**config.mk**
```make
export PLATFORM = sky130hd
export DESIGN_NAME = lecc_regs
export DESIGN_NICKNAME = d
export VERILOG_FILES = /design/src/logic/lecc_pkg.sv /design/src/logic/lecc_err_counter.sv /design/src/logic/lecc_regs.sv
export VERILOG_INCLUDE_DIRS = /design/src /design/src/logic
export SDC_FILE = /design/constraint.sdc
export NUM_CORES = 1
export LEC_CHECK = 0
export BUFFER_PORTS_ARGS = -buffer_cell sky130_fd_sc_hd__buf_2
export CAP_MARGIN = 40
export CELL_PAD_IN_SITES_DETAIL_PLACEMENT = 1
export CELL_PAD_IN_SITES_GLOBAL_PLACEMENT = 2
export CORE_UTILIZATION = 41
export CTS_CLUSTER_SIZE = 30
export DETAILED_ROUTE_END_ITERATION = 10
export PLACE_DENSITY_LB_ADDON = 0.1
export RECOVER_POWER = 50
export SKIP_LAST_GASP = 1
export SLEW_MARGIN = 20
export SYNTH_ARGS = -nofsm -noshare
export SYNTH_HDL_FRONTEND = slang
export SYNTH_SLANG_ARGS = --single-unit
export TNS_END_PERCENT = 50
```
**constraint.sdc**
```tcl
create_clock -name sys_clk_i -period 6.3 [get_ports sys_clk_i]
set_input_delay 0.945 -clock sys_clk_i [delete_from_list [all_inputs] [get_ports sys_clk_i]]
set_output_delay 0.945 -clock sys_clk_i [all_outputs]
set_load 0.01 [all_outputs]
```
**src/logic/lecc_defs.svh**
```systemverilog
// register offsets, field positions and reset values of the link error / control channel / equalizer bank
`ifndef LECC_DEFS_SVH
`define LECC_DEFS_SVH

`define LECC_ADDR_LINK_ERR 8'h41
`define LECC_ADDR_FAST_CC 8'h43
`define LECC_ADDR_EQ_OVR 8'h44
`define LECC_ADDR_EQ_RANGE 8'h45
`define LECC_ADDR_IRQ_STATUS 8'h4c
`define LECC_ADDR_IRQ_MASK 8'h4d
`define LECC_ADDR_AUX 8'h4e

`define LECC_ERR_EN_BIT 4
`define LECC_ERR_THR_MSB 3
`define LECC_ERR_THR_LSB 0
`define LECC_MISO_MODE_BIT 4
`define LECC_CPOL_BIT 3
`define LECC_BCM_MSB 2
`define LECC_BCM_LSB 0
`define LECC_EQ_COARSE_MSB 7
`define LECC_EQ_COARSE_LSB 5
`define LECC_EQ_FINE_MSB 3
`define LECC_EQ_FINE_LSB 1
`define LECC_EQ_BYPASS_BIT 0
`define LECC_FLOOR_MSB 3
`define LECC_FLOOR_LSB 0
`define LECC_AUX_PORT1_BIT 0
`define LECC_AUX_FLOOR_EN_BIT 1
`define LECC_IRQ_LOST_BIT 0
`define LECC_IRQ_ACQ_BIT 1
`define LECC_IRQ_ERR_BIT 2

`define LECC_RST_LINK_ERR 8'h03
`define LECC_RST_FAST_CC 8'h00
`define LECC_RST_EQ_OVR 8'h60
`define LECC_RST_EQ_RANGE 8'h80
`define LECC_RST_AUX 8'h00
`define LECC_RST_IRQ 8'h00

`endif

```
**src/logic/lecc_pkg.sv**
```systemverilog
// types shared by the link error / control channel / equalizer register bank
`default_nettype none
package lecc_pkg;
   typedef enum logic [2:0] {
      LECC_BCM_NORMAL_GPIO = 3'h0,
      LECC_BCM_HS_GPIO1 = 3'h1,
      LECC_BCM_HS_GPIO2 = 3'h2,
      LECC_BCM_HS_GPIO4 = 3'h3,
      LECC_BCM_RSVD4 = 3'h4,
      LECC_BCM_RSVD5 = 3'h5,
      LECC_BCM_FWD_SPI = 3'h6,
      LECC_BCM_REV_SPI = 3'h7
   } lecc_bcm_t;

   typedef struct packed {
      logic [7:0] addr;
      logic [7:0] wdata;
      logic wr;
      logic rd;
   } lecc_reg_req_t;

   typedef struct packed {
      logic lane_zero_clock;
      logic lane_one_clock;
      logic control_align_stream;
   } lecc_lane_err_t;

   typedef struct packed {
      logic auto_equalizer_off;
      logic [5:0] equalizer_manual;
      logic [3:0] equalizer_start_floor;
   } lecc_eq_ctl_t;
endpackage
`default_nettype wire

```
**src/logic/lecc_err_counter.sv**
```systemverilog
// saturating link error counter with synchronous clear
`default_nettype none
module lecc_err_counter
   import lecc_pkg::*;
#(
   parameter int W = 4
)
(
   input wire logic sys_clk_i,
   input wire logic arst_n_i,
   input wire logic clk_en_i,
   input wire logic clear_i,
   input wire logic inc_i,
   output logic [W-1:0] count_o
);
   logic [W-1:0] next_count;

   // clear has priority so a new lock period starts at zero
   always_comb
   begin
      next_count = count_o;
      if (clear_i)
      begin
         next_count = '0;
      end
      else if (inc_i && (count_o != {W{1'b1}}))
      begin
         next_count = count_o + {{(W-1){1'b0}}, 1'b1};
      end
   end

   always_ff @(posedge sys_clk_i or negedge arst_n_i)
   begin
      if (!arst_n_i)
      begin
         count_o <= '0;
      end
      else if (clk_en_i)
      begin
         count_o <= next_count;
      end
   end
endmodule
`default_nettype wire

```
**src/logic/lecc_regs.sv**
```systemverilog
// link error lock monitor, back-channel control and equalizer register bank
//
// Overview of operation
// - link errors are counted only while the count enable bit is one.
// - counting enabled, lock drops when the error count reaches the 4-bit threshold.
// - counting disabled, lock drops on the first link error.
// - counter runs on pixel clock, watching both clock lanes and the alignment stream.
// - reverse SPI: mode bit 0 always drives slave output; 1 tri-states when unselected.
// - polarity 0 drives on falling, samples rising; polarity 1 the opposite.
// - 3-bit mode field selects GPIO, high-speed GPIO, forward or reverse SPI.
// - bypass bit one turns adaptive equalization off; zero leaves it on.
// - when bypassed, setting is coarse field bits 7:5 and fine field bits 3:1.
// - second-port select redirects equalizer register accesses to port one.
// - floor enabled by strap or register, adaptation starts from the floor value.
//
// The plain strobed port is this design's own decision.
`include "lecc_defs.svh"
`default_nettype none
module lecc_regs
   import lecc_pkg::*;
#(
   parameter int NPORT = 2,
   parameter int THR_W = 4
)
(
   input wire logic sys_clk_i,
   input wire logic arst_n_i,
   input wire logic clk_en_i,
   input wire lecc_reg_req_t reg_req_i,
   output logic [7:0] reg_rdata_o,
   input wire lecc_lane_err_t lane_err_i,
   input wire logic lock_detect_i,
   input wire logic floor_strap_i,
   input wire logic spi_sclk_i,
   input wire logic spi_ss_n_i,
   input wire logic spi_miso_data_i,
   output logic link_lock_o,
   output lecc_bcm_t back_channel_mode_o,
   output logic serial_clock_polarity_o,
   output logic spi_miso_o,
   output logic spi_miso_oe_o,
   output logic spi_sample_o,
   output lecc_eq_ctl_t [NPORT-1:0] eq_ctl_o,
   output logic eq_floor_en_o,
   output logic irq_o
);
   typedef enum logic [1:0] {LECC_ST_UNLOCKED, LECC_ST_LOCKED, LECC_ST_DROPPED} lecc_lock_st_t;

   ////////////////////////////////////////////////////////////////////////////
   // pin synchronisers: bit 0 floor strap, bit 1 sclk, bit 2 slave select
   logic [2:0] pin_raw;
   logic [2:0] sync1;
   logic [2:0] sync2;
   logic sclk_q;
   assign pin_raw = {spi_ss_n_i, spi_sclk_i, floor_strap_i};

   for (genvar b = 0; b < 3; b++)
   begin : g_sync
      always_ff @(posedge sys_clk_i or negedge arst_n_i)
      begin
         if (!arst_n_i)
         begin
            sync1[b] <= (b == 2);
            sync2[b] <= (b == 2);
         end
         else if (clk_en_i)
         begin
            sync1[b] <= pin_raw[b];
            sync2[b] <= sync1[b];
         end
      end
   end

   ////////////////////////////////////////////////////////////////////////////
   // register file
   logic [7:0] link_error_monitor_ctl;
   logic [7:0] fast_control_channel_ctl;
   logic [7:0] equalizer_manual_override [NPORT];
   logic [7:0] equalizer_range_config [NPORT];
   logic [7:0] aux_ctl;
   logic [7:0] irq_status;
   logic [7:0] irq_mask;
   logic [7:0] next_link_error_monitor_ctl;
   logic [7:0] next_fast_control_channel_ctl;
   logic [7:0] next_aux_ctl;
   logic [7:0] next_irq_status;
   logic [7:0] next_irq_mask;
   logic [7:0] next_rdata;
   logic [7:0] irq_events;
   logic wr_hit_eq_ovr;
   logic wr_hit_eq_rng;
   int unsigned port_idx;

   logic err_en;
   logic [THR_W-1:0] err_thr;
   logic second_port_select;
   assign err_en = link_error_monitor_ctl[`LECC_ERR_EN_BIT];
   assign err_thr = link_error_monitor_ctl[`LECC_ERR_THR_MSB:`LECC_ERR_THR_LSB];
   assign second_port_select = aux_ctl[`LECC_AUX_PORT1_BIT];
   assign port_idx = second_port_select ? 1 : 0;
   assign wr_hit_eq_ovr = reg_req_i.wr && (reg_req_i.addr == `LECC_ADDR_EQ_OVR);
   assign wr_hit_eq_rng = reg_req_i.wr && (reg_req_i.addr == `LECC_ADDR_EQ_RANGE);

   always_comb
   begin
      next_link_error_monitor_ctl = link_error_monitor_ctl;
      next_fast_control_channel_ctl = fast_control_channel_ctl;
      next_aux_ctl = aux_ctl;
      next_irq_mask = irq_mask;
      // a new event wins over a write-one clear in the same cycle
      next_irq_status = irq_status | irq_events;
      next_rdata = 8'h00;
      if (reg_req_i.wr)
      begin
         unique case (reg_req_i.addr)
            `LECC_ADDR_LINK_ERR: next_link_error_monitor_ctl = reg_req_i.wdata;
            `LECC_ADDR_FAST_CC: next_fast_control_channel_ctl = reg_req_i.wdata;
            `LECC_ADDR_AUX: next_aux_ctl = reg_req_i.wdata;
            `LECC_ADDR_IRQ_MASK: next_irq_mask = reg_req_i.wdata;
            `LECC_ADDR_IRQ_STATUS: next_irq_status = (irq_status & ~reg_req_i.wdata) | irq_events;
            default: ;
         endcase
      end
      if (reg_req_i.rd)
      begin
         unique case (reg_req_i.addr)
            `LECC_ADDR_LINK_ERR: next_rdata = link_error_monitor_ctl;
            `LECC_ADDR_FAST_CC: next_rdata = fast_control_channel_ctl;
            `LECC_ADDR_EQ_OVR: next_rdata = equalizer_manual_override[port_idx];
            `LECC_ADDR_EQ_RANGE: next_rdata = equalizer_range_config[port_idx];
            `LECC_ADDR_AUX: next_rdata = aux_ctl;
            `LECC_ADDR_IRQ_STATUS: next_rdata = irq_status;
            `LECC_ADDR_IRQ_MASK: next_rdata = irq_mask;
            default: next_rdata = 8'h00;
         endcase
      end
   end

   always_ff @(posedge sys_clk_i or negedge arst_n_i)
   begin
      if (!arst_n_i)
      begin
         link_error_monitor_ctl <= `LECC_RST_LINK_ERR;
         fast_control_channel_ctl <= `LECC_RST_FAST_CC;
         aux_ctl <= `LECC_RST_AUX;
         irq_status <= `LECC_RST_IRQ;
         irq_mask <= `LECC_RST_IRQ;
         reg_rdata_o <= 8'h00;
         irq_o <= 1'b0;
      end
      else if (clk_en_i)
      begin
         link_error_monitor_ctl <= next_link_error_monitor_ctl;
         fast_control_channel_ctl <= next_fast_control_channel_ctl;
         aux_ctl <= next_aux_ctl;
         irq_status <= next_irq_status;
         irq_mask <= next_irq_mask;
         reg_rdata_o <= next_rdata;
         irq_o <= |(next_irq_status & next_irq_mask);
      end
   end

   ////////////////////////////////////////////////////////////////////////////
   // per-port equalizer banks, only the selected port takes a write
   for (genvar p = 0; p < NPORT; p++)
   begin : g_eq
      logic [7:0] next_ovr;
      logic [7:0] next_rng;
      always_comb
      begin
         next_ovr = equalizer_manual_override[p];
         next_rng = equalizer_range_config[p];
         if (wr_hit_eq_ovr && (port_idx == p))
         begin
            next_ovr = reg_req_i.wdata;
         end
         if (wr_hit_eq_rng && (port_idx == p))
         begin
            next_rng = reg_req_i.wdata;
         end
      end
      always_ff @(posedge sys_clk_i or negedge arst_n_i)
      begin
         if (!arst_n_i)
         begin
            equalizer_manual_override[p] <= `LECC_RST_EQ_OVR;
            equalizer_range_config[p] <= `LECC_RST_EQ_RANGE;
         end
         else if (clk_en_i)
         begin
            equalizer_manual_override[p] <= next_ovr;
            equalizer_range_config[p] <= next_rng;
         end
      end
      // equalizer core ignores the manual value unless bypassed
      assign eq_ctl_o[p].auto_equalizer_off = equalizer_manual_override[p][`LECC_EQ_BYPASS_BIT];
      assign eq_ctl_o[p].equalizer_manual = {equalizer_manual_override[p][`LECC_EQ_COARSE_MSB:`LECC_EQ_COARSE_LSB],
                                             equalizer_manual_override[p][`LECC_EQ_FINE_MSB:`LECC_EQ_FINE_LSB]};
      assign eq_ctl_o[p].equalizer_start_floor = equalizer_range_config[p][`LECC_FLOOR_MSB:`LECC_FLOOR_LSB];
   end

   ////////////////////////////////////////////////////////////////////////////
   // lock monitor and error counter
   lecc_lock_st_t lock_st;
   lecc_lock_st_t next_lock_st;
   logic [THR_W-1:0] err_count;
   logic err_any;
   logic drop;
   logic cnt_clear;
   logic cnt_inc;

   assign err_any = |lane_err_i;

   always_comb
   begin
      drop = 1'b0;
      next_lock_st = lock_st;
      unique case (lock_st)
         LECC_ST_UNLOCKED:
         begin
            if (lock_detect_i)
            begin
               next_lock_st = LECC_ST_LOCKED;
            end
         end
         LECC_ST_LOCKED:
         begin
            // reaching threshold counts the error of this cycle
            drop = err_any && (!err_en || ({1'b0, err_count} + 5'h01 >= {1'b0, err_thr}));
            if (!lock_detect_i)
            begin
               next_lock_st = LECC_ST_UNLOCKED;
            end
            else if (drop)
            begin
               next_lock_st = LECC_ST_DROPPED;
            end
         end
         LECC_ST_DROPPED:
         begin
            // relock only after the recovery logic itself lets go
            if (!lock_detect_i)
            begin
               next_lock_st = LECC_ST_UNLOCKED;
            end
         end
      endcase
      cnt_clear = (lock_st == LECC_ST_LOCKED) != (next_lock_st == LECC_ST_LOCKED);
      cnt_inc = err_en && err_any && (lock_st == LECC_ST_LOCKED);
      irq_events = 8'h00;
      irq_events[`LECC_IRQ_LOST_BIT] = (lock_st == LECC_ST_LOCKED) && (next_lock_st != LECC_ST_LOCKED);
      irq_events[`LECC_IRQ_ACQ_BIT] = (lock_st != LECC_ST_LOCKED) && (next_lock_st == LECC_ST_LOCKED);
      irq_events[`LECC_IRQ_ERR_BIT] = err_any && (lock_st == LECC_ST_LOCKED);
   end

   lecc_err_counter #(.W(THR_W)) u_err_counter (
      .sys_clk_i(sys_clk_i),
      .arst_n_i(arst_n_i),
      .clk_en_i(clk_en_i),
      .clear_i(cnt_clear),
      .inc_i(cnt_inc),
      .count_o(err_count)
   );

   ////////////////////////////////////////////////////////////////////////////
   // back channel mode, spi pin and floor enable outputs
   logic rev_spi;
   logic spi_mode;
   logic sclk_rise;
   logic sclk_fall;
   logic next_miso;
   logic next_miso_oe;
   logic next_sample;
   assign rev_spi = fast_control_channel_ctl[`LECC_BCM_MSB:`LECC_BCM_LSB] == LECC_BCM_REV_SPI;
   assign spi_mode = fast_control_channel_ctl[`LECC_BCM_MSB:`LECC_BCM_LSB] == LECC_BCM_FWD_SPI || rev_spi;
   assign sclk_rise = sync2[1] && !sclk_q;
   assign sclk_fall = !sync2[1] && sclk_q;

   always_comb
   begin
      next_miso = spi_miso_o;
      if (rev_spi && (fast_control_channel_ctl[`LECC_CPOL_BIT] ? sclk_rise : sclk_fall))
      begin
         next_miso = spi_miso_data_i;
      end
      next_sample = spi_mode && (fast_control_channel_ctl[`LECC_CPOL_BIT] ? sclk_fall : sclk_rise);
      // bused slaves must release the line when not selected
      next_miso_oe = rev_spi && (!fast_control_channel_ctl[`LECC_MISO_MODE_BIT] || !sync2[2]);
   end

   always_ff @(posedge sys_clk_i or negedge arst_n_i)
   begin
      if (!arst_n_i)
      begin
         lock_st <= LECC_ST_UNLOCKED;
         link_lock_o <= 1'b0;
         sclk_q <= 1'b0;
         spi_miso_o <= 1'b0;
         spi_miso_oe_o <= 1'b0;
         spi_sample_o <= 1'b0;
         back_channel_mode_o <= LECC_BCM_NORMAL_GPIO;
         serial_clock_polarity_o <= 1'b0;
         eq_floor_en_o <= 1'b0;
      end
      else if (clk_en_i)
      begin
         lock_st <= next_lock_st;
         link_lock_o <= next_lock_st == LECC_ST_LOCKED;
         sclk_q <= sync2[1];
         spi_miso_o <= next_miso;
         spi_miso_oe_o <= next_miso_oe;
         spi_sample_o <= next_sample;
         back_channel_mode_o <= lecc_bcm_t'(fast_control_channel_ctl[`LECC_BCM_MSB:`LECC_BCM_LSB]);
         serial_clock_polarity_o <= fast_control_channel_ctl[`LECC_CPOL_BIT];
         eq_floor_en_o <= sync2[0] || aux_ctl[`LECC_AUX_FLOOR_EN_BIT];
      end
   end
endmodule
`default_nettype wire

```
==> run metrics, run 1 <==
run status=complete, but fails checks; failing checks=DRC, capacitance limit, slew limit; Critical R2R Launch=u_err_counter.count_o[0]; clk buf depth=2; DRT antenna net count=0; GP Congestion=between 0.7 and 0.8; crit path buf inv count=2; Die Ht=around 120 µm; Rows=slightly above 40; number of setup buffers added after CTS=0; DR vias=about 3700; Area after DPL=5613 µm²; Die W=about 120 µm; first-pass GRT wire length=between 20000 and 25000 µm; num ports=slightly below 70; Layout Area Growth over Synthesis=11.59%; Final HPWL DP=9162 µm; initial drt markers=just under 200; vias in the first global route=approximately 3800; minimum clock period=between 4 and 5 ns; post-synthesis mux area share=0.2018; # Max-Cap Violations=2; post-synthesis sequential area ratio=0.4896; share of cells above drive strength 1=0.3412; # diodes=0; worst-skew pair later-pin latency=0.35 ns; final setup violation count=0; Fin. Hold Viols=0; slowest cell on the critical path=clkbuf_1; nets=between 500 and 600; xor/xnor share of the synthesized area=0.006623; Post-CTS Hold Buffers=0; Reg clk slew, reported paths=~0.070 ns; Worst Setup SP=clk_en_i; largest family of logic cells by synthesized area=multiplexers; Worst setup SP type=input pin; most instantiated library cell after synthesis=dfrtp_1; H-tree depth=3; min-delay src=sclk_q; All-Layer GR Usage=0.2162; final period utilization=0.6564; I/O Buffers=roughly 70; Req. time, crit path=roughly 6.5 ns; Synthesis Warnings=0; fin area=roughly 5900 µm²; clock tree root driver cell=clkbuf_16; total negative slack=0 ns; initial core utilization=0.4192; largest net degree at the start of global routing=61; leakage power=2.724 nW; initial antenna violation count=0; cell area after synthesis=~5300 µm²; core box area=approximately 13000 µm²; post-synthesis adder-cell area fraction=0.02129; CTS buffer count=9; CTS resizes=0; clk sinks=roughly 100; vias per cell=~5.5; CP top delay family=buffers and inverters; top cell type's share of synthesized area=0.4399; cells after synthesis=465; CP Data Arrival Time=4.37 ns; HP Class=flip-flop to flip-flop; RSZ-0062 raised after global routing=false; Synth area leader=dfrtp_1; Mapped Avg Cell Area=between 10 and 15 µm²; final wirelength=roughly 13000 µm; worst-path cell chain=buf_2 -> clkbuf_1 -> nand2_1 -> nor4_4 -> mux2_2; Synth Register Bits=103; slew margin rel.=-0.5641; Max IR drop VDD=roughly 0.13 mV; most frequent cells after synthesis=93 x dfrtp_1, 71 x mux2_2, 31 x nand2_1, 26 x inv_1, 22 x buf_4; grt total ovfl=0; simple-gate share of the synthesized area=0.09816; CP Class=input pin to flip-flop; Fill cells=between 1000 and 1500; DRC Markers=2; wire per inst=18.99 µm; Synth cell types=51; Pwr Density=266.2 nW/µm²; Primary FF master, synth=dfrtp_1; post-synth net total=503; Worst path max stage delay=between 1 and 1.5 ns; Post-synth EDFFs=0; Worst Skew=0.009573 ns; worst slew pin tran=2.346 ns; FMAX=241.8 MHz; Detailed Routing Iterations Pass 1=7; synth top area cells=dfrtp_1 44%, mux2_2 15%, dfstp_2 5.0%; FFs w/ async S/R, synth=1.000; crit end category=flip-flop; Final Max Tran Viols=between 80 and 90; die area=~13000 µm²; crit-path max FO=41; Synth Area in Compound Gates=0.1126; CTS tree=done
sequential cells by signal (all words and copies together), names as in the netlist, 4 cells and up:
signal                    cells
irq_mask                      8
irq_status                    8
link_error_monitor_ctl        8
eq_ctl_o                     22
u_err_counter.count_o         4
aux_ctl                       8
equalizer_range_config        8
fast_control_channel_ctl      8
reg_rdata_o                   8
final cells by class:
cell class                 instances  area, µm²  area share
clock inverter                     3      42.54    0.007206
multi-input combinational        289       2330      0.3947
clock buffer                      13      260.3     0.04409
inverter                          26      97.59     0.01653
sequential                       103       2590      0.4387
tap                              172      215.2     0.03646
timing repair buffer              73      367.9     0.06231
report_power, final:
group          switching (mW)  total, mW  internal, mW
sequential             0.0310      0.728         0.697
combinational           0.161      0.264         0.102
clock                   0.250      0.579         0.330
total                   0.442       1.57          1.13
placed cells by master, fill, tap and decap left out, types with 4 or more instances in the layout:
| master | synthesis | routed |
|---|---|---|
| a21oi_1 | 18 | 18 |
| nand2b_1 | 6 | 6 |
| mux4_2 | 7 | 7 |
| a22o_1 | 4 | 4 |
| clkbuf_1 | 17 | 12 |
| o211ai_1 | 4 | 4 |
| dfstp_2 | 10 | 10 |
| a221oi_1 | 7 | 7 |
| dfrtp_1 | 93 | 93 |
| nor2_1 | 21 | 21 |
| nand3_1 | 11 | 11 |
| nand2_1 | 31 | 31 |
| o22ai_1 | 18 | 18 |
| a21boi_0 | 6 | 6 |
| clkbuf_16 | 0 | 9 |
| buf_2 | 5 | 60 |
| mux2i_1 | 11 | 11 |
| nand4_1 | 4 | 4 |
| nor3_1 | 5 | 5 |
| a2bb2oi_1 | 4 | 4 |
| mux2_2 | 71 | 71 |
| inv_1 | 26 | 26 |
| ha_1 | 9 | 9 |
| o21ai_0 | 18 | 18 |
metal layers:
metal	up-vias	global-route usage	wire, µm	part of all wire
met5	-	0	0	0
met4	0	0.07013	176	0.014
met3	12	0.03923	314	0.024
met2	51	0.3357	6083	0.47
met1	1946	0.3063	6318	0.49
li1	1733	-	-	-
through the flow:
step	setup slack, ns	cells	util	power (mW)	hold WS [ns]
floorplan	3.455	465	-	0.9156	0.4395
global placement	2.751	661	0.4436	1.000	0.4757
detailed placement	2.640	662	0.4448	1.012	0.4928
CTS	2.947	678	0.4688	1.601	0.5018
global route	1.878	679	0.4678	1.656	0.5112
finish	2.165	679	0.4678	1.571	0.5010
worst paths after layout:
| path | cells after the start | to | slack, ns |
|---|---|---|---|
| min in group asynchronous | 1 | eq_ctl_o[11] | 0.73 |
| setup reg to reg | 12 | irq_o | 2.99 |
| max in group asynchronous | 3 | link_error_monitor_ctl[0] | 2.58 |
| hold reg to reg | 1 | spi_miso_o | 0.50 |
| setup / recovery | 5 | equalizer_range_config[14] | 2.16 |
| hold / removal | 1 | spi_miso_o | 0.50 |
cells by family after synthesis:
logic type	Yosys count
multiplexers	89
AO/OA/AOI/OAI	91
flip-flops	103
AND/OR/NAND/NOR	96
XOR/XNOR	4
buffers and inverters	73
adder cells (fa/ha/maj)	9
Power figures use the tool's default switching activity.
==> run 2, diff against run 1 <==
Settings changed: CORE_UTILIZATION 41 to 35.
Clock period 6.3 ns to 3.76 ns, I/O delays scaled along.
==> run metrics, run 2 (synthesized netlist as in run 1, its figures left out) <==
GP Congestion=0.7905; CTS tree=done; initial core utilization=0.3612; Final Max Tran Viols=between 90 and 100; # diodes=0; number of setup buffers added after CTS=0; Worst Skew=approximately 0.0073 ns; nets=about 550; DRC Markers=10; CP top delay family=compound AO/OA/AOI/OAI gates; hold slack=0.4446 ns; share of cells above drive strength 1=0.3457; RSZ-0062 raised after global routing=false; # Max-Cap Violations=2; Fin. Hold Viols=0; most common cell after layout, fill and taps aside=dfrtp_1; clk sinks=between 100 and 150; core box area=around 15000 µm²; slew margin rel.=-1.021; H-tree depth=3; Worst setup SP type=flip-flop; DP Cell Count=a little under 700; grt total ovfl=0; CTS buffer count=9; largest net degree at the start of global routing=54; max reg flops=22; Max IR drop VDD=between 0.2 and 0.25 mV; vias per cell=~5.3; num ports=69; run status=complete, but fails checks; leakage power=between 2 and 3 nW; crit-path max FO=5; first-pass GRT wire length=roughly 23000 µm; Reg clk slew, reported paths=approximately 0.07 ns; Worst path most repeated cell=ha_1; initial drt markers=~220; initial antenna violation count=0; Die Ht=between 100 and 150 µm; final period utilization=0.8856; Pwr Density=between 400 and 500 nW/µm²; FMAX=between 300 and 400 MHz; DR vias=around 3700; failing checks=DRC, capacitance limit, slew limit; crit end category=flip-flop; Post-CTS Hold Buffers=0; slowest cell on the critical path=dfrtp_1; worst-skew pair later-pin latency=between 0.3 and 0.4 ns; All-Layer GR Usage=0.1894; CP Class=flip-flop to flip-flop; Worst path max stage delay=approximately 0.43 ns; non-filler cells, final=696; minimum clock period=around 3.3 ns; clock tree root driver cell=clkbuf_16; worst slew pin tran=between 3 and 4 ns; die area=about 16000 µm²; Rows=44; worst-path cell chain=ha_1 -> xor2_1 -> ha_1 -> nor2b_1 -> o21ai_0 -> a22o_1 -> a2bb2oi_1 -> inv_1 -> ha_1 -> o41ai_1 -> a21oi_1 -> o32a_1; DRT antenna net count=0; clk buf depth=2; total negative slack=0 ns; CP Data Arrival Time=3.56 ns; Die W=between 100 and 150 µm; wire per inst=about 20 µm; CTS resizes=0; Detailed Routing Iterations Pass 1=7; I/O Buffers=roughly 70; HP Class=input pin to flip-flop; vias in the first global route=around 4000; Final HPWL DP=about 9900 µm; final setup violation count=0; most frequent cells in the layout=93 x dfrtp_1, 71 x mux2_2, 59 x buf_2, 31 x nand2_1, 26 x inv_1; Req. time, crit path=about 4 ns; crit path buf inv count=1; final wirelength=about 14000 µm; Layout Area Growth over Synthesis=12.98%
-- run 2: worst paths after layout --
path	start	end	slack (ns)	cells after the start
setup / recovery	u_err_counter.count_o[0]	irq_o	0.43	12
hold / removal	spi_sclk_i	sync1[1]	0.44	2
setup reg to reg	u_err_counter.count_o[0]	irq_o	0.43	12
hold reg to reg	sclk_q	spi_miso_o	0.50	1
max in group asynchronous	arst_n_i	eq_floor_en_o	0.83	1
min in group asynchronous	arst_n_i	eq_ctl_o[17]	1.19	1
-- run 2: area by class of cell --
| type | instances | area, µm² |
|---|---|---|
| Sequential cell | 103 | 2590 |
| Inverter | 26 | 97.59 |
| Fill cell | 1653 | 8667 |
| Timing Repair Buffer | 78 | 420.4 |
| Tap cell | 184 | 230.2 |
| Clock inverter | 4 | 72.57 |
| Clock buffer | 12 | 236.5 |
| Multi-Input combinational cell | 289 | 2330 |
-- run 2: report_power, final --
group,switching (mW),internal [mW],total (mW)
sequential,0.0528,1.17,1.22
clock,0.414,0.584,0.998
combinational,0.271,0.176,0.447
total,0.738,1.93,2.67
-- run 2: stage by stage --
step | cell area [µm²] | util | total power [mW] | setup slack, ns
finish | 5977 | 0.4082 | 2.666 | 0.4300
global route | 5977 | 0.4082 | 2.811 | 0.1601
CTS | 5987 | 0.4088 | 2.712 | 0.4087
detailed placement | 5678 | 0.3877 | 1.700 | 0.4437
global placement | 5663 | 0.3867 | 1.682 | 0.6911
floorplan | 5290 | - | 1.534 | 0.9153
-- run 2: worst reg2reg max path, delay by kind of cell (launching register included) --
kind                     cells  cell delay [ns]
flip-flops                   1             0.43
AND/OR/NAND/NOR              1             0.12
buffers and inverters        1             0.08
adder cells (fa/ha/maj)      3             0.76
XOR/XNOR                     1             0.21
AO/OA/AOI/OAI                6             1.61
-- run 2: routing by layer --
metal / wire length [µm] / track usage
met1: 6678 / 0.2612
met2: 6716 / 0.3113
met3: 308 / 0.02739
met4: 146 / 0.05380
met5: 0 / 0
